**src/rtl/sam_pkg.sv**
```systemverilog
// Purpose: constants and types for the system address map decoder
// Assumes: 24-bit byte addresses, one clock domain
// Notes: region bounds are inclusive start/end pairs, except IPB and FL0-FL2, which give only a start
package sam_pkg;
    localparam int ADDR_W = 24;
    localparam int TRAP_W = 8;
    localparam int IRQ_W = 16;
    localparam int IRQ_IDX_W = 4;
    localparam int MIRROR_W = 15;

    localparam logic [23:0] IPB_LO = 24'hffff00;
    localparam logic [23:0] TRAP_LO = 24'hf00000;
    localparam logic [23:0] TRAP_HI = 24'hfffeff;
    localparam logic [23:0] EPR_LO = 24'he80000;
    localparam logic [23:0] EPR_HI = 24'hefffff;
    localparam logic [23:0] PR_LO = 24'he00000;
    localparam logic [23:0] PR_HI = 24'he7ffff;
    localparam logic [23:0] FRES_LO = 24'hcd0000;
    localparam logic [23:0] FRES_HI = 24'hdfffff;
    localparam logic [23:0] FL0_LO = 24'hc00000;
    localparam logic [23:0] FL1_LO = 24'hc40000;
    localparam logic [23:0] FL2_LO = 24'hc80000;
    localparam logic [23:0] FL3_LO = 24'hcc0000;
    localparam logic [23:0] FL3_HI = 24'hccffff;
    localparam logic [23:0] EXT_HI_LO = 24'h400000;
    localparam logic [23:0] EXT_HI_HI = 24'hbfffff;
    localparam logic [23:0] EIO_LO = 24'h210000;
    localparam logic [23:0] EIO_HI = 24'h3fffff;
    localparam logic [23:0] PRES_HI_LO = 24'h20bc00;
    localparam logic [23:0] PRES_HI_HI = 24'h20ffff;
    localparam logic [23:0] USA_LO = 24'h20b000;
    localparam logic [23:0] USA_HI = 24'h20bfff;
    localparam logic [23:0] CANA_LO = 24'h208000;
    localparam logic [23:0] CANA_HI = 24'h20afff;
    localparam logic [23:0] PRES_LO = 24'h206000;
    localparam logic [23:0] PRES_HI = 24'h207fff;
    localparam logic [23:0] US_LO = 24'h204000;
    localparam logic [23:0] US_HI = 24'h205fff;
    localparam logic [23:0] CAN_LO = 24'h200000;
    localparam logic [23:0] CAN_HI = 24'h203fff;
    localparam logic [23:0] EXT_LO_LO = 24'h010000;
    localparam logic [23:0] EXT_LO_HI = 24'h1fffff;
    localparam logic [23:0] SFA_LO = 24'h00fe00;
    localparam logic [23:0] SFA_HI = 24'h00ffff;
    localparam logic [23:0] DPR_LO = 24'h00f600;
    localparam logic [23:0] DPR_HI = 24'h00fdff;
    localparam logic [23:0] DRES_LO = 24'h00f200;
    localparam logic [23:0] DRES_HI = 24'h00f5ff;
    localparam logic [23:0] ESFA_LO = 24'h00f000;
    localparam logic [23:0] ESFA_HI = 24'h00f1ff;
    localparam logic [23:0] XSFA_LO = 24'h00e000;
    localparam logic [23:0] XSFA_HI = 24'h00efff;

    localparam logic [7:0] TRAP_ACCESS_BIT = 8'h01;
    localparam logic [2:0] TRAP_ACCESS_IDX = 3'h0;

    typedef enum logic [4:0] {
        SAM_RG_NONE, SAM_RG_IPB, SAM_RG_TRAP, SAM_RG_EPR, SAM_RG_PR,
        SAM_RG_FRES, SAM_RG_FL0, SAM_RG_FL1, SAM_RG_FL2, SAM_RG_FL3,
        SAM_RG_EXT, SAM_RG_EIO, SAM_RG_US, SAM_RG_CAN, SAM_RG_PRES,
        SAM_RG_SFA, SAM_RG_ESFA, SAM_RG_XSFA, SAM_RG_DPR, SAM_RG_DRES
    } sam_region_e;

    typedef struct packed {
        sam_region_e region;
        logic [23:0] local_addr;
        logic via_ebc;
        logic flash_timing;
        logic alt_view;
    } sam_route_s;
endpackage

```
**src/rtl/sam_decoder.sv**
```systemverilog
// Purpose: system address map decoder with trap and request control
// Assumes: access address is valid with acc_req, same clock domain
// Notes: one registered route per accepted access
`timescale 1ns/1ps
module sam_decoder (
    input wire logic ref_clk,
    input wire logic rst_b,
    input wire logic acc_req,
    input wire logic [23:0] acc_addr,
    input wire logic [sam_pkg::TRAP_W-1:0] hw_trap,
    input wire logic [sam_pkg::TRAP_W-1:0] trap_clr,
    input wire logic trap_done,
    input wire logic [sam_pkg::IRQ_W-1:0] hw_irq,
    input wire logic sw_req_we,
    input wire logic [sam_pkg::IRQ_IDX_W-1:0] sw_req_idx,
    input wire logic std_irq_in,
    input wire logic pec_req_in,
    output sam_pkg::sam_route_s route_q,
    output logic route_valid_q,
    output logic [19:0] region_sel_q,
    output logic [sam_pkg::TRAP_W-1:0] trap_flags,
    output logic trap_take,
    output logic [2:0] trap_level_q,
    output logic trap_active_q,
    output logic [sam_pkg::IRQ_W-1:0] irq_req_q,
    output logic std_irq_grant,
    output logic pec_grant
);
    logic rst_m_q;
    logic rst_s_q;
    sam_pkg::sam_route_s route_d;
    logic [sam_pkg::TRAP_W-1:0] trap_set;
    logic [sam_pkg::TRAP_W-1:0] pend;
    logic [2:0] top_idx;

    function automatic logic in_rng(input logic [23:0] a,
        input logic [23:0] lo, input logic [23:0] hi);
        in_rng = (a >= lo) && (a <= hi);
    endfunction

    function automatic logic [23:0] mirror(input logic [23:0] a,
        input logic [23:0] base);
        mirror = base | {9'h000, a[sam_pkg::MIRROR_W-1:0]};
    endfunction

    // reset release synchronised; assertion stays asynchronous
    always_ff @(posedge ref_clk or negedge rst_b) begin
        if (!rst_b) begin
            rst_m_q <= 1'b0;
            rst_s_q <= 1'b0;
        end else begin
            rst_m_q <= 1'b1;
            rst_s_q <= rst_m_q;
        end
    end

    // priority chain: specific windows tested before reserved spans
    always_comb begin
        route_d = '0;
        route_d.region = sam_pkg::SAM_RG_NONE;
        route_d.local_addr = acc_addr;
        if (acc_addr >= sam_pkg::IPB_LO) begin
            route_d.region = sam_pkg::SAM_RG_IPB;
        end else if (in_rng(acc_addr, sam_pkg::TRAP_LO, sam_pkg::TRAP_HI))
        begin
            route_d.region = sam_pkg::SAM_RG_TRAP;
        end else if (in_rng(acc_addr, sam_pkg::EPR_LO, sam_pkg::EPR_HI))
        begin
            route_d.region = sam_pkg::SAM_RG_EPR;
            route_d.flash_timing = 1'b1;
            route_d.local_addr = mirror(acc_addr, sam_pkg::EPR_LO);
        end else if (in_rng(acc_addr, sam_pkg::PR_LO, sam_pkg::PR_HI)) begin
            route_d.region = sam_pkg::SAM_RG_PR;
            route_d.local_addr = mirror(acc_addr, sam_pkg::PR_LO);
        end else if (in_rng(acc_addr, sam_pkg::FRES_LO, sam_pkg::FRES_HI))
        begin
            route_d.region = sam_pkg::SAM_RG_FRES;
        end else if (in_rng(acc_addr, sam_pkg::FL3_LO, sam_pkg::FL3_HI))
        begin
            route_d.region = sam_pkg::SAM_RG_FL3;
            route_d.flash_timing = 1'b1;
        end else if (acc_addr >= sam_pkg::FL2_LO
            && acc_addr < sam_pkg::FL3_LO) begin
            route_d.region = sam_pkg::SAM_RG_FL2;
            route_d.flash_timing = 1'b1;
        end else if (acc_addr >= sam_pkg::FL1_LO
            && acc_addr < sam_pkg::FL2_LO) begin
            route_d.region = sam_pkg::SAM_RG_FL1;
            route_d.flash_timing = 1'b1;
        end else if (acc_addr >= sam_pkg::FL0_LO
            && acc_addr < sam_pkg::FL1_LO) begin
            route_d.region = sam_pkg::SAM_RG_FL0;
            route_d.flash_timing = 1'b1;
        end else if (in_rng(acc_addr, sam_pkg::EXT_HI_LO,
            sam_pkg::EXT_HI_HI)) begin
            route_d.region = sam_pkg::SAM_RG_EXT;
            route_d.via_ebc = 1'b1;
        end else if (in_rng(acc_addr, sam_pkg::EIO_LO, sam_pkg::EIO_HI))
        begin
            route_d.region = sam_pkg::SAM_RG_EIO;
            route_d.via_ebc = 1'b1;
        end else if (in_rng(acc_addr, sam_pkg::USA_LO, sam_pkg::USA_HI))
        begin
            // alternate serial view outranks the reserved span it overlaps
            route_d.region = sam_pkg::SAM_RG_US;
            route_d.via_ebc = 1'b1;
            route_d.alt_view = 1'b1;
        end else if (in_rng(acc_addr, sam_pkg::PRES_HI_LO,
            sam_pkg::PRES_HI_HI)) begin
            route_d.region = sam_pkg::SAM_RG_PRES;
        end else if (in_rng(acc_addr, sam_pkg::CANA_LO, sam_pkg::CANA_HI))
        begin
            route_d.region = sam_pkg::SAM_RG_CAN;
            route_d.via_ebc = 1'b1;
            route_d.alt_view = 1'b1;
        end else if (in_rng(acc_addr, sam_pkg::PRES_LO, sam_pkg::PRES_HI))
        begin
            route_d.region = sam_pkg::SAM_RG_PRES;
        end else if (in_rng(acc_addr, sam_pkg::US_LO, sam_pkg::US_HI)) begin
            route_d.region = sam_pkg::SAM_RG_US;
            route_d.via_ebc = 1'b1;
        end else if (in_rng(acc_addr, sam_pkg::CAN_LO, sam_pkg::CAN_HI))
        begin
            route_d.region = sam_pkg::SAM_RG_CAN;
            route_d.via_ebc = 1'b1;
        end else if (in_rng(acc_addr, sam_pkg::EXT_LO_LO,
            sam_pkg::EXT_LO_HI)) begin
            route_d.region = sam_pkg::SAM_RG_EXT;
            route_d.via_ebc = 1'b1;
        end else if (in_rng(acc_addr, sam_pkg::SFA_LO, sam_pkg::SFA_HI))
        begin
            route_d.region = sam_pkg::SAM_RG_SFA;
        end else if (in_rng(acc_addr, sam_pkg::DPR_LO, sam_pkg::DPR_HI))
        begin
            route_d.region = sam_pkg::SAM_RG_DPR;
        end else if (in_rng(acc_addr, sam_pkg::DRES_LO, sam_pkg::DRES_HI))
        begin
            route_d.region = sam_pkg::SAM_RG_DRES;
        end else if (in_rng(acc_addr, sam_pkg::ESFA_LO, sam_pkg::ESFA_HI))
        begin
            route_d.region = sam_pkg::SAM_RG_ESFA;
        end else if (in_rng(acc_addr, sam_pkg::XSFA_LO, sam_pkg::XSFA_HI))
        begin
            route_d.region = sam_pkg::SAM_RG_XSFA;
        end
    end

    // gaps (segment 0 below the special areas) fall to region none
    always_ff @(posedge ref_clk or negedge rst_s_q) begin
        if (!rst_s_q) begin
            route_q <= '0;
            route_valid_q <= 1'b0;
            region_sel_q <= '0;
        end else begin
            route_valid_q <= acc_req;
            if (acc_req) begin
                route_q <= route_d;
                region_sel_q <= 20'h00001 << route_d.region;
            end
        end
    end

    // access trap is hardware trap 0
    always_comb begin
        trap_set = hw_trap;
        if (acc_req && route_d.region == sam_pkg::SAM_RG_TRAP) begin
            trap_set = hw_trap | sam_pkg::TRAP_ACCESS_BIT;
        end
    end

    sam_trap_flags u_flags (
        .clk(ref_clk),
        .rst_sync_b(rst_s_q),
        .trap_set(trap_set),
        .trap_clr(trap_clr),
        .flags_q(trap_flags)
    );

    // higher index means higher priority; level holds the serviced index
    always_comb begin
        top_idx = '0;
        for (int i = 0; i < sam_pkg::TRAP_W; i++) begin
            if (trap_flags[i]) begin
                top_idx = 3'(i);
            end
        end
    end

    assign pend = trap_flags;
    // a trap preempts only when at or above the level in service
    assign trap_take = (|pend) && (!trap_active_q
        || ({1'b0, top_idx} + 4'h1) > {1'b0, trap_level_q});

    always_ff @(posedge ref_clk or negedge rst_s_q) begin
        if (!rst_s_q) begin
            trap_active_q <= 1'b0;
            trap_level_q <= '0;
        end else if (trap_take) begin
            trap_active_q <= 1'b1;
            trap_level_q <= top_idx;
        end else if (trap_done) begin
            trap_active_q <= 1'b0;
            trap_level_q <= '0;
        end
    end

    // standard and event-controller requests wait out a trap service
    assign std_irq_grant = std_irq_in && !trap_active_q && !trap_take;
    assign pec_grant = pec_req_in && !trap_active_q && !trap_take;

    always_ff @(posedge ref_clk or negedge rst_s_q) begin
        if (!rst_s_q) begin
            irq_req_q <= '0;
        end else begin
            irq_req_q <= hw_irq;
            if (sw_req_we) begin
                irq_req_q[sw_req_idx] <= 1'b1;
            end
        end
    end

    a_trap_region_flag: assert property (@(posedge ref_clk)
        disable iff (!rst_s_q)
        acc_req && acc_addr >= sam_pkg::TRAP_LO
        && acc_addr <= sam_pkg::TRAP_HI
        |=> trap_flags[sam_pkg::TRAP_ACCESS_IDX])
        else $error("access trap not flagged");
    a_one_hot_sel: assert property (@(posedge ref_clk)
        disable iff (!rst_s_q)
        route_valid_q |-> $onehot(region_sel_q))
        else $error("region select not one-hot");
    a_ipb_select: assert property (@(posedge ref_clk)
        disable iff (!rst_s_q)
        acc_req && acc_addr >= sam_pkg::IPB_LO
        |=> route_q.region == sam_pkg::SAM_RG_IPB)
        else $error("peripheral space not selected");
    a_mirror_fold: assert property (@(posedge ref_clk)
        disable iff (!rst_s_q)
        acc_req && acc_addr >= sam_pkg::PR_LO && acc_addr <= sam_pkg::EPR_HI
        |=> route_q.local_addr == {$past(acc_addr[23:19]), 4'h0,
            $past(acc_addr[sam_pkg::MIRROR_W-1:0])})
        else $error("mirror not folded");
    a_alt_view_wins: assert property (@(posedge ref_clk)
        disable iff (!rst_s_q)
        acc_req && acc_addr >= sam_pkg::USA_LO && acc_addr <= sam_pkg::USA_HI
        |=> route_q.region == sam_pkg::SAM_RG_US && route_q.alt_view)
        else $error("alternate serial view lost");
    a_flash_timing: assert property (@(posedge ref_clk)
        disable iff (!rst_s_q)
        route_valid_q && route_q.region == sam_pkg::SAM_RG_EPR
        |-> route_q.flash_timing)
        else $error("emulated ram without flash timing");
    a_ebc_route: assert property (@(posedge ref_clk)
        disable iff (!rst_s_q)
        acc_req && acc_addr >= sam_pkg::EXT_HI_LO
        && acc_addr <= sam_pkg::EXT_HI_HI
        |=> route_q.region == sam_pkg::SAM_RG_EXT && route_q.via_ebc)
        else $error("external memory misrouted");
    a_trap_blocks_irq: assert property (@(posedge ref_clk)
        disable iff (!rst_s_q)
        trap_active_q |-> !std_irq_grant && !pec_grant)
        else $error("request granted during trap");
    a_sw_request: assert property (@(posedge ref_clk)
        disable iff (!rst_s_q)
        sw_req_we |=> irq_req_q[$past(sw_req_idx)])
        else $error("software request lost");
endmodule

```
**src/rtl/sam_trap_flags.sv**
```systemverilog
// Purpose: trap flag register, one sticky bit per hardware trap
// Assumes: trap pulses and clear masks come from the same clock
// Notes: a set in the clearing cycle wins
`timescale 1ns/1ps
module sam_trap_flags (
    input wire logic clk,
    input wire logic rst_sync_b,
    input wire logic [sam_pkg::TRAP_W-1:0] trap_set,
    input wire logic [sam_pkg::TRAP_W-1:0] trap_clr,
    output logic [sam_pkg::TRAP_W-1:0] flags_q
);
    always_ff @(posedge clk or negedge rst_sync_b) begin
        if (!rst_sync_b) begin
            flags_q <= '0;
        end else begin
            flags_q <= (flags_q & ~trap_clr) | trap_set;
        end
    end

    a_flag_set_holds: assert property (@(posedge clk)
        disable iff (!rst_sync_b)
        |trap_set |-> ##1 ((flags_q & $past(trap_set)) == $past(trap_set)))
        else $error("trap flag not set");
endmodule

```
**config.mk**
```make
export PLATFORM = sky130hd
export DESIGN_NAME = sam_decoder
export DESIGN_NICKNAME = d
export VERILOG_FILES = /design/src/rtl/sam_pkg.sv /design/src/rtl/sam_decoder.sv /design/src/rtl/sam_trap_flags.sv
export SDC_FILE = /design/constraint.sdc
export NUM_CORES = 1
export LEC_CHECK = 0
export ABC_AREA = 1
export BUFFER_PORTS_ARGS = -buffer_cell sky130_fd_sc_hd__clkbuf_2
export CAP_MARGIN = 20
export CORE_MARGIN = 5
export CORE_UTILIZATION = 45
export DETAILED_ROUTE_END_ITERATION = 12
export GPL_TIMING_DRIVEN = 0
export PLACE_DENSITY = 0.81
export REMOVE_ABC_BUFFERS = 1
export SETUP_SLACK_MARGIN = 0.3
export SYNTH_ARGS = -nofsm -noshare
export SYNTH_HDL_FRONTEND = slang
export SYNTH_SLANG_ARGS = --single-unit
```
**constraint.sdc**
```tcl
create_clock -name ref_clk -period 3.25 [get_ports ref_clk]
set_clock_uncertainty 0.05 [all_clocks]
set_input_delay 0.1625 -clock ref_clk [delete_from_list [all_inputs] [get_ports ref_clk]]
set_output_delay 0.1625 -clock ref_clk [all_outputs]
set_load 0.005 [all_outputs]
```
==> reports/qor.txt, run 1 <==
non-filler cells, final = 780
Via density = 5.014
pin count of the biggest net entering global routing = 44
synthesized cell area = 3916 sq um
cell with the most instances after synthesis = nand2_1
DIE AREA = 10670 sq um
Mean Syn Cell Area = 8.404 sq um
final total power = 2.342 mW
final WL = 11490 um
clock latency on the worst-skew pair = 0.34 ns
FFs w/ async S/R, synth = 100.0%
CTS tree = yes
Worst R2R End = trap_level_q[1]
Logic pwr share = 17.9%
clock share of power = 32.7%
FF-to-FF setup slack = 0.58 ns
share of post-route cells with drive strength above 1 = 31.85%
Net Switching = 0.6777 mW
antenna violations before repair = 0
initial core utilization = 45.57%
I/O Buffers = 150
Final Max Slew Viols = 0
worst hold path type = primary input to flop
chip height = 103.3 um
met1 Usage GRT = 27.21%
Hold Path Depth = 4
Max clock buf depth = 2
max cap viols = 0
leak pwr = 2.981 nW
R2R depth = 15
design area = 5530 sq um
status = finished, final reports clean
core box area = 8593 sq um
fill count = 719
Residual DRC = 0
Cells after DPL = 716
Reg2Reg Launch Point = u_flags.flags_q[3]
Tcrit/Tclk final = 87.22%
Yosys reg bits = 83
vias = 3911
Synth warnings = 0
clock sink count = 83
WL/cell = 14.73 um
dpl ws = 0.4680 ns
Least-Margin Pin Slew = 0.5999 ns
RSZ-0062 raised after global routing = true
Die X = 103.3 um
Max transition margin = 59.95%
Post-synth EDFFs = 0
Synth top cells by count = nand2_1, dfrtp_1, inv_1, nor2_1, o21ai_0
sequential share of power = 49.3%
HP Start = trap_clr[0]
most crowded layer after global routing = met2
# diodes = 0
Critical Path End Type = output pin
power density over cell area = 423.5 nW/um^2
routing usage on met2 = 36.61%
M3 GR Usage = 4.427%
DRT iter0 DRCs = 162
total grt overflow = 0
sw frac = 28.94%
Netlist cell types = 31
Post-Place Cell Area = 4808 sq um
H-Tree Depth = 3
GRT Overall Usage = 21.53%
CP startpoint kind = flop
min setup slack post-route = 0.4153 ns
drt first pass iters = 7
Cell Int Power = 1.664 mW
final worst path period need = 2.835 ns
# setup viols final = 0
WP data required = 3.04 ns
Hold Violations, Final = 0
ys flop type = dfrtp_1
area growth from synthesis to layout = 41.21%
Root Driver = clkbuf_8
Synth area leader = dfrtp_1
gpl congestion = 0.8844
worst vdd ir = 0.2574 mV
Hold EP = u_flags.flags_q[0]
post-synthesis sequential area ratio = 53.04%
Mapped Cells = 466
I/O pin count = 151
antenna-violating nets left = 0
DP HPWL = 8039 um
Max Fclk = 352.8 MHz
top cell type's share of synthesized area = 53.04%
CP Data Arrival Time = 2.62 ns
Clock transition at path regs = 0.09 ns
Rows = 34
crit-path max FO = 4
vias in the first global route = 3900
leading post-synthesis cells by cell area = dfrtp_1, nand2_1, inv_1
WS Path Type = flop to output pin
number of CTS-inserted buffers = 9
nets@finish = 738
first-pass GRT wire length = 18160 um
## state kept, by name (all words and copies together) (netlist names)
| register | flops |
|---|---|
| route_q | 32 |
| rst_s_q | 1 |
| trap_level_q | 3 |
| region_sel_q | 20 |
| route_valid_q | 1 |
| trap_active_q | 1 |
| rst_m_q | 1 |
| u_flags.flags_q | 8 |
| irq_req_q | 16 |
## power by group through the flow
stage               combinational (mW)  sequential [mW]  clock (mW)
finish                           0.420             1.16       0.766
global route                     0.469             1.17       0.834
CTS                              0.397             1.15       0.784
detailed placement               0.352             1.17           0
global placement                 0.325             1.18           0
floorplan                        0.158             1.18           0
## through the flow
stage	utilization [%]	hold WS, ns	setup TNS [ns]
2_1_floorplan	-	-0.1831	0
6_report	64.36	0.02195	0
3_5_place_dp	55.96	-0.09833	0
4_1_cts	63.37	0.01071	0
5_1_grt	64.36	0.01857	0
3_3_place_gp	55.45	-0.1008	-8.388
## area by class of cell
cell class	instances	area, sq um	share of cell area [%]
repair buffers	200	1259	22.76
clock inverters	7	82.58	1.493
flip-flops and latches	83	2081	37.62
clock buffers	9	123.9	2.240
well taps	108	135.1	2.443
multi-input cells	317	1639	29.64
inverters	56	210.2	3.801
## placed cells by master (no fill, tap or decap), types with 2 or more instances in the layout
master / Yosys / layout
nand4_1: 7 / 7
a21oi_2: 1 / 3
nor2_1: 33 / 32
o31ai_1: 5 / 5
nand3b_1: 2 / 2
inv_2: 5 / 8
buf_12: 0 / 2
buf_4: 0 / 5
o21ai_0: 32 / 29
inv_1: 51 / 48
nor2_4: 4 / 4
nand3_2: 6 / 7
o21bai_1: 24 / 24
dlygate4sd3_1: 0 / 43
clkbuf_8: 0 / 9
clkinvlp_4: 0 / 2
inv_6: 0 / 2
buf_2: 0 / 2
a21oi_1: 8 / 6
nand3_1: 24 / 23
nand2_1: 142 / 140
nor3_1: 8 / 8
nand2_2: 3 / 5
clkbuf_2: 0 / 148
nor2_2: 4 / 5
o21ai_2: 0 / 2
dfrtp_1: 83 / 82
ha_1: 4 / 3
## routing by layer
metal  vias to the layer above  wire, um
met3                        28       708
li1                       1893         -
met5                         -         0
met1                      1853      4542
met2                       137      5896
met4                         0       340
## critical path, stage by stage (launching register included)
cell and delay, ns:
dfrtp_1 0.43, inv_2 0.09, o21ai_2 0.06, a21oi_2 0.18, o21ai_2 0.09, ha_2 0.19, xor2_1 0.16, ha_1 0.34
a21oi_2 0.12, o21ai_1 0.08, nand2_1 0.09, nand3_2 0.07, nand2_2 0.12, nand2_2 0.07, nor2_1 0.07, buf_2 0.11
## worst max path at each step
stage | startpoint | endpoint | slack (ns) | depth (start not counted)
after global routing | u_flags.flags_q[1] | pec_grant | 0.22 | 15
after global placement | rst_s_q | region_sel_q[9] | -0.11 | 0
after floorplan | rst_s_q | irq_req_q[0] | 0.72 | 0
after CTS | u_flags.flags_q[1] | std_irq_grant | 0.35 | 15
final | u_flags.flags_q[3] | std_irq_grant | 0.42 | 15
after detailed placement | u_flags.flags_q[1] | trap_level_q[0] | 0.47 | 15
## cell families (layout without fill, tap and decap cells)
family / count (synthesis) / count (layout) / synth area share [%]
flops: 83 / 83 / 53.04
fa+ha+maj: 4 / 4 / 1.278
compound gates: 74 / 74 / 11.66
buf+inv: 66 / 272 / 6.326
other cells: 1 / 1 / 0.09575
simple gates: 237 / 237 / 27.38
xor+xnor: 1 / 1 / 0.2237
## what timing repair did
item,CTS,global route
gates resized for setup,2,17
setup endpoints to repair,2,6
endpoints found under the hold margin,37,0
hold buffers,43,0
setup buffers,0,5
pin swaps,0,7
Power figures use the tool's default switching activity.
==> run 2: changes to the inputs <==
--- a/config.mk
+++ b/config.mk
@@ -12,7 +12,7 @@
 export CORE_UTILIZATION = 45
 export DETAILED_ROUTE_END_ITERATION = 12
 export GPL_TIMING_DRIVEN = 0
-export PLACE_DENSITY = 0.81
+export PLACE_DENSITY = 0.75
 export REMOVE_ABC_BUFFERS = 1
 export SETUP_SLACK_MARGIN = 0.3
 export SYNTH_ARGS = -nofsm -noshare
==> reports/qor.txt, run 2 (synthesis results as in run 1) <==
status = finished, final reports clean
Die X = 103.3 um
min setup slack post-route = 0.4427 ns
Tcrit/Tclk final = 86.38%
CP Cell Sequence = o21ai_2 -> a21oi_2 -> o21ai_2 -> ha_2 -> xor2_2 -> ha_1 -> a21oi_2 -> o21ai_1 -> nand2_1 -> nand3_2 -> nand2_2 -> nand2_2 -> nor2_2 -> buf_2
top cell family by delay on the critical path = compound AO/OA/AOI/OAI gates
drt first pass iters = 5
WL/cell = 14.53 um
Via density = 4.916
final setup TNS = 0 ns
HP Start = acc_addr[16]
vias in the first global route = 3782
Critical Path End Type = output pin
gpl congestion = 0.8963
initial core utilization = 45.57%
Final Max Slew Viols = 0
Hold Path Depth = 3
nets@finish = 736
first-pass GRT wire length = 17640 um
post-layout util = 64.34%
M3 GR Usage = 3.555%
antenna violations before repair = 0
FF-to-FF setup slack = 0.57 ns
I/O Buffers = 150
clock latency on the worst-skew pair = 0.33 ns
leak pwr = 2.968 nW
DRT iter0 DRCs = 194
Hold Slack = 0.02468 ns
CP startpoint kind = flop
Largest register FFs = 32
Max Fclk = 356.2 MHz
power density over cell area = 418.5 nW/um^2
routing usage on met2 = 35.67%
R2R depth = 14
most frequent cells in the layout = clkbuf_2, nand2_1, dfrtp_1
core box area = 8593 sq um
Max clock buf depth = 2
Reg2Reg Launch Point = u_flags.flags_q[2]
# setup viols final = 0
GRT Overall Usage = 21.00%
H-Tree Depth = 3
Rows = 34
vias = 3825
# diodes = 0
Max transition margin = 62.02%
RSZ-0062 raised after global routing = false
DIE AREA = 10670 sq um
Root Driver = clkbuf_8
DP HPWL = 7825 um
Hold EP = route_q[19]
clock sink count = 83
total grt overflow = 0
pin count of the biggest net entering global routing = 70
final worst path period need = 2.807 ns
design area = 5529 sq um
worst hold path type = primary input to flop
antenna-violating nets left = 0
WS Path Type = flop to output pin
top flop regs = route_q x32, region_sel_q x20, irq_req_q x16
Worst path max stage delay = 0.46 ns
Worst R2R End = trap_level_q[1]
Post-Place Cell Area = 4816 sq um
slowest CP cell = dfrtp_2
crit-path max FO = 4
share of post-route cells with drive strength above 1 = 31.94%
worst vdd ir = 0.3467 mV
CP Buf/Inv Count = 1
final WL = 11310 um
I/O pin count = 151
chip height = 103.3 um
register with the most flip-flops = route_q
dpl ws = 0.4179 ns
CTS tree = yes
max cap viols = 0
most crowded layer after global routing = met2
fill count = 735
Clock transition at path regs = 0.09 ns
Least-Margin Pin Slew = 0.5697 ns
Hold Violations, Final = 0
CP Data Arrival Time = 2.59 ns
met1 Usage GRT = 26.57%
number of CTS-inserted buffers = 9
commonest non-fill, non-tap cell in the layout = clkbuf_2
area growth from synthesis to layout = 41.18%
WP data required = 3.04 ns
Residual DRC = 0
==> run 2: changes by cell type in the layout (fill, tap and decap cells not counted), sizes merged <==
| cell | before | now |
|---|---|---|
| clkbuf | 157 | 160 |
| buf | 9 | 7 |
| inv | 59 | 56 |
==> run 2: metrics by stage <==
| step | std cells | total power [mW] |
|---|---|---|
| 2_1_floorplan | 456 | 1.337 |
| 3_3_place_gp | 714 | 1.506 |
| 3_5_place_dp | 716 | 1.526 |
| 4_1_cts | 774 | 2.305 |
| 5_1_grt | 778 | 2.443 |
| 6_report | 778 | 2.314 |
==> run 2: where the power goes <==
group / switching, mW / leakage (nW) / internal, mW / total, mW
clock network: 0.366 / 0.0926 / 0.376 / 0.742
registers: 0.0507 / 1.01 / 1.10 / 1.15
logic: 0.224 / 1.86 / 0.193 / 0.417
total: 0.641 / 2.97 / 1.67 / 2.31
==> run 2: routing by layer <==
metal	wire length (um)	vias to the layer above	part of all wire, %
met5	0	-	0
met2	5716	130	51
met1	4565	1777	40
met4	362	0	3.2
li1	-	1883	-
met3	661	35	5.8
==> run 2: worst register-to-register path: stages (launching register included) <==
cell     delay (ns)
dfrtp_2        0.46
o21ai_2        0.14
a21oi_2        0.09
o21ai_2        0.19
ha_2           0.22
xor2_2         0.14
ha_1           0.28
a21oi_2        0.13
o21ai_1        0.07
nand2_1        0.08
nand3_2        0.07
nand2_2        0.12
inv_1          0.09
or2_2          0.31
o21ai_0        0.18
==> run 2: how the worst max path moves through the flow <==
stage,cells past startpoint,from,slack (ns),endpoint
2_1_floorplan,0,rst_s_q,0.72,irq_req_q[0]
3_3_place_gp,0,rst_s_q,-0.15,region_sel_q[4]
3_5_place_dp,14,u_flags.flags_q[2],0.42,trap_level_q[1]
4_1_cts,12,u_flags.flags_q[5],0.35,std_irq_grant
5_1_grt,14,u_flags.flags_q[2],0.24,pec_grant
6_report,14,u_flags.flags_q[2],0.44,std_irq_grant
==> run 2: final cells by class <==
| type | count | area (sq um) | area share, % |
|---|---|---|---|
| Multi-Input combinational cell | 317 | 1654 | 29.92 |
| Timing Repair Buffer | 198 | 1251 | 22.63 |
| Inverter | 56 | 210.2 | 3.802 |
| Clock inverter | 4 | 50.05 | 0.9052 |
| Sequential cell | 83 | 2083 | 37.68 |
| Tap cell | 108 | 135.1 | 2.444 |
| Clock buffer | 12 | 145.1 | 2.625 |
==> run 2: repair_timing <==
action / CTS / global route
gates cloned: 0 / 0
setup endpoints to repair: 2 / 4
gates resized for setup: 3 / 21
buffers inserted: 0 / 3
hold buffers: 42 / 1
pin swaps: 0 / 12
hold endpoints to repair: 36 / 1
==> run 3: changes to the inputs <==
==> constraint.sdc (replaced) <==
create_clock -name ref_clk -period 2.9 [get_ports ref_clk]
set_clock_uncertainty 0.05 [all_clocks]
set_input_delay 0.145 -clock ref_clk [delete_from_list [all_inputs] [get_ports ref_clk]]
set_output_delay 0.145 -clock ref_clk [all_outputs]
set_load 0.005 [all_outputs]
==> reports/qor.txt, run 3 (synthesis results as in run 1) <==
Residual DRC = 0
initial core utilization = 45.57%
Least-Margin Pin Slew = 0.5904 ns
Max Fclk = 352.0 MHz
Final Max Slew Viols = 0
number of CTS-inserted buffers = 9
routing usage on met2 = 38.88%
Die X = 103.3 um
nets@finish = 756
status = finished, final reports clean
vias = 3930
share of post-route cells with drive strength above 1 = 34.20%
Critical Path End Type = flop
Hold EP = route_q[19]
Tcrit/Tclk final = 97.96%
WS Path Type = flop to flop
total grt overflow = 0
DIE AREA = 10670 sq um
Via density = 4.925
I/O pin count = 151
worst vdd ir = 0.3771 mV
most crowded layer after global routing = met2
Max transition margin = 60.64%
crit-path max FO = 3
RSZ-0062 raised after global routing = true
CTS tree = yes
Hold Slack = 0.007455 ns
power density over cell area = 463.3 nW/um^2
Max clock buf depth = 2
gpl congestion = 0.8963
CP Data Arrival Time = 3.07 ns
# setup viols final = 0
# diodes = 0
antenna-violating nets left = 0
R2R depth = 20
CP startpoint kind = flop
vias in the first global route = 3989
top flop regs = route_q x32, region_sel_q x20, irq_req_q x16
area growth from synthesis to layout = 46.10%
WP data required = 3.13 ns
Rows = 34
first-pass GRT wire length = 18660 um
pin count of the biggest net entering global routing = 70
leak pwr = 3.082 nW
clock sink count = 83
Register Area = 2081 sq um
GRT Overall Usage = 22.32%
max cap viols = 0
register with the most flip-flops = route_q
Largest register FFs = 32
DP HPWL = 7825 um
most frequent cells in the layout = clkbuf_2, nand2_1, dfrtp_1
worst hold path type = primary input to flop
I/O Buffers = 150
final total power = 2.651 mW
Cells after DPL = 716
Reg2Reg Launch Point = u_flags.flags_q[1]
antenna violations before repair = 0
chip height = 103.3 um
commonest non-fill, non-tap cell in the layout = clkbuf_2
FF-to-FF setup slack = 0.06 ns
post-layout util = 66.58%
fill count = 706
clock latency on the worst-skew pair = 0.33 ns
HP Start = acc_addr[16]
final WL = 12100 um
met1 Usage GRT = 27.10%
Hold Violations, Final = 0
Worst R2R End = u_flags.flags_q[1]
non-filler cells, final = 798
Hold Path Depth = 3
drt first pass iters = 5
H-Tree Depth = 3
M3 GR Usage = 4.225%
Clock transition at path regs = 0.09 ns
core box area = 8593 sq um
WL/cell = 15.16 um
DRT iter0 DRCs = 196
multi-input logic area = 1673 sq um
final worst path period need = 2.841 ns
Root Driver = clkbuf_8
run 3: cell count changes in the layout (fill, tap and decap cells not counted), sizes merged:
cell / before / now
buf: 7 / 27
run 3: cell type report:
class | count | area share, %
sequential | 83 | 36.37
multi-input combinational | 317 | 29.24
timing repair buffer | 218 | 24.95
inverter | 56 | 3.674
clock buffer | 12 | 2.537
tap | 108 | 2.362
clock inverter | 4 | 0.8747
run 3: metal layers:
layer  wire length (um)  vias to the layer above  share of wire, %
li1                   -                     1927                 -
met1               4842                     1829                40
met2               6160                      138                51
met3                697                       36               5.8
met4                398                        0               3.3
met5                  0                        -                 0
run 3: worst max path at each step:
| stage | start | endpoint | depth (start not counted) |
|---|---|---|---|
| 6_report | u_flags.flags_q[1] | u_flags.flags_q[1] | 20 |
| 2_1_floorplan | rst_s_q | irq_req_q[0] | 0 |
| 4_1_cts | u_flags.flags_q[1] | std_irq_grant | 15 |
| 3_3_place_gp | rst_s_q | region_sel_q[4] | 0 |
| 5_1_grt | u_flags.flags_q[1] | pec_grant | 15 |
| 3_5_place_dp | u_flags.flags_q[2] | trap_level_q[1] | 14 |
run 3: report_power, final:
| part | total [mW] | internal, mW | switching [mW] | leakage (nW) |
|---|---|---|---|---|
| Combinational | 0.522 | 0.250 | 0.271 | 1.97 |
| Sequential | 1.29 | 1.24 | 0.0567 | 1.01 |
| Clock | 0.836 | 0.422 | 0.415 | 0.0926 |
run 3: metrics by stage:
step | area [sq um] | setup TNS (ns) | setup WS, ns
final | 5722 | 0 | 0.05922
after global routing | 5722 | -0.004399 | -0.004399
after CTS | 5644 | 0 | 0.1189
after detailed placement | 4816 | 0 | 0.06791
after global placement | 4765 | -39.80 | -0.4959
after floorplan | 3879 | 0 | 0.3671
run 3: repair_timing:
action | 4_1_cts | 5_1_grt
pin swaps | 7 | 8
setup endpoints to repair | 6 | 7
buffers inserted | 23 | 0
hold buffers | 43 | 0
endpoints found under the hold margin | 37 | 0
gates resized for setup | 15 | 19
run 3: critical path, cell delays in order (launching register included):
cell and delay (ns):
dfrtp_1 0.43, inv_2 0.08, buf_6 0.12, buf_4 0.12
buf_4 0.12, buf_4 0.12, buf_4 0.12, buf_4 0.12
buf_4 0.11, buf_4 0.12, buf_4 0.13, buf_6 0.11
buf_6 0.11, buf_6 0.11, buf_4 0.12, buf_6 0.11
buf_6 0.10, buf_4 0.12, buf_4 0.12, buf_6 0.11
o21bai_4 0.11
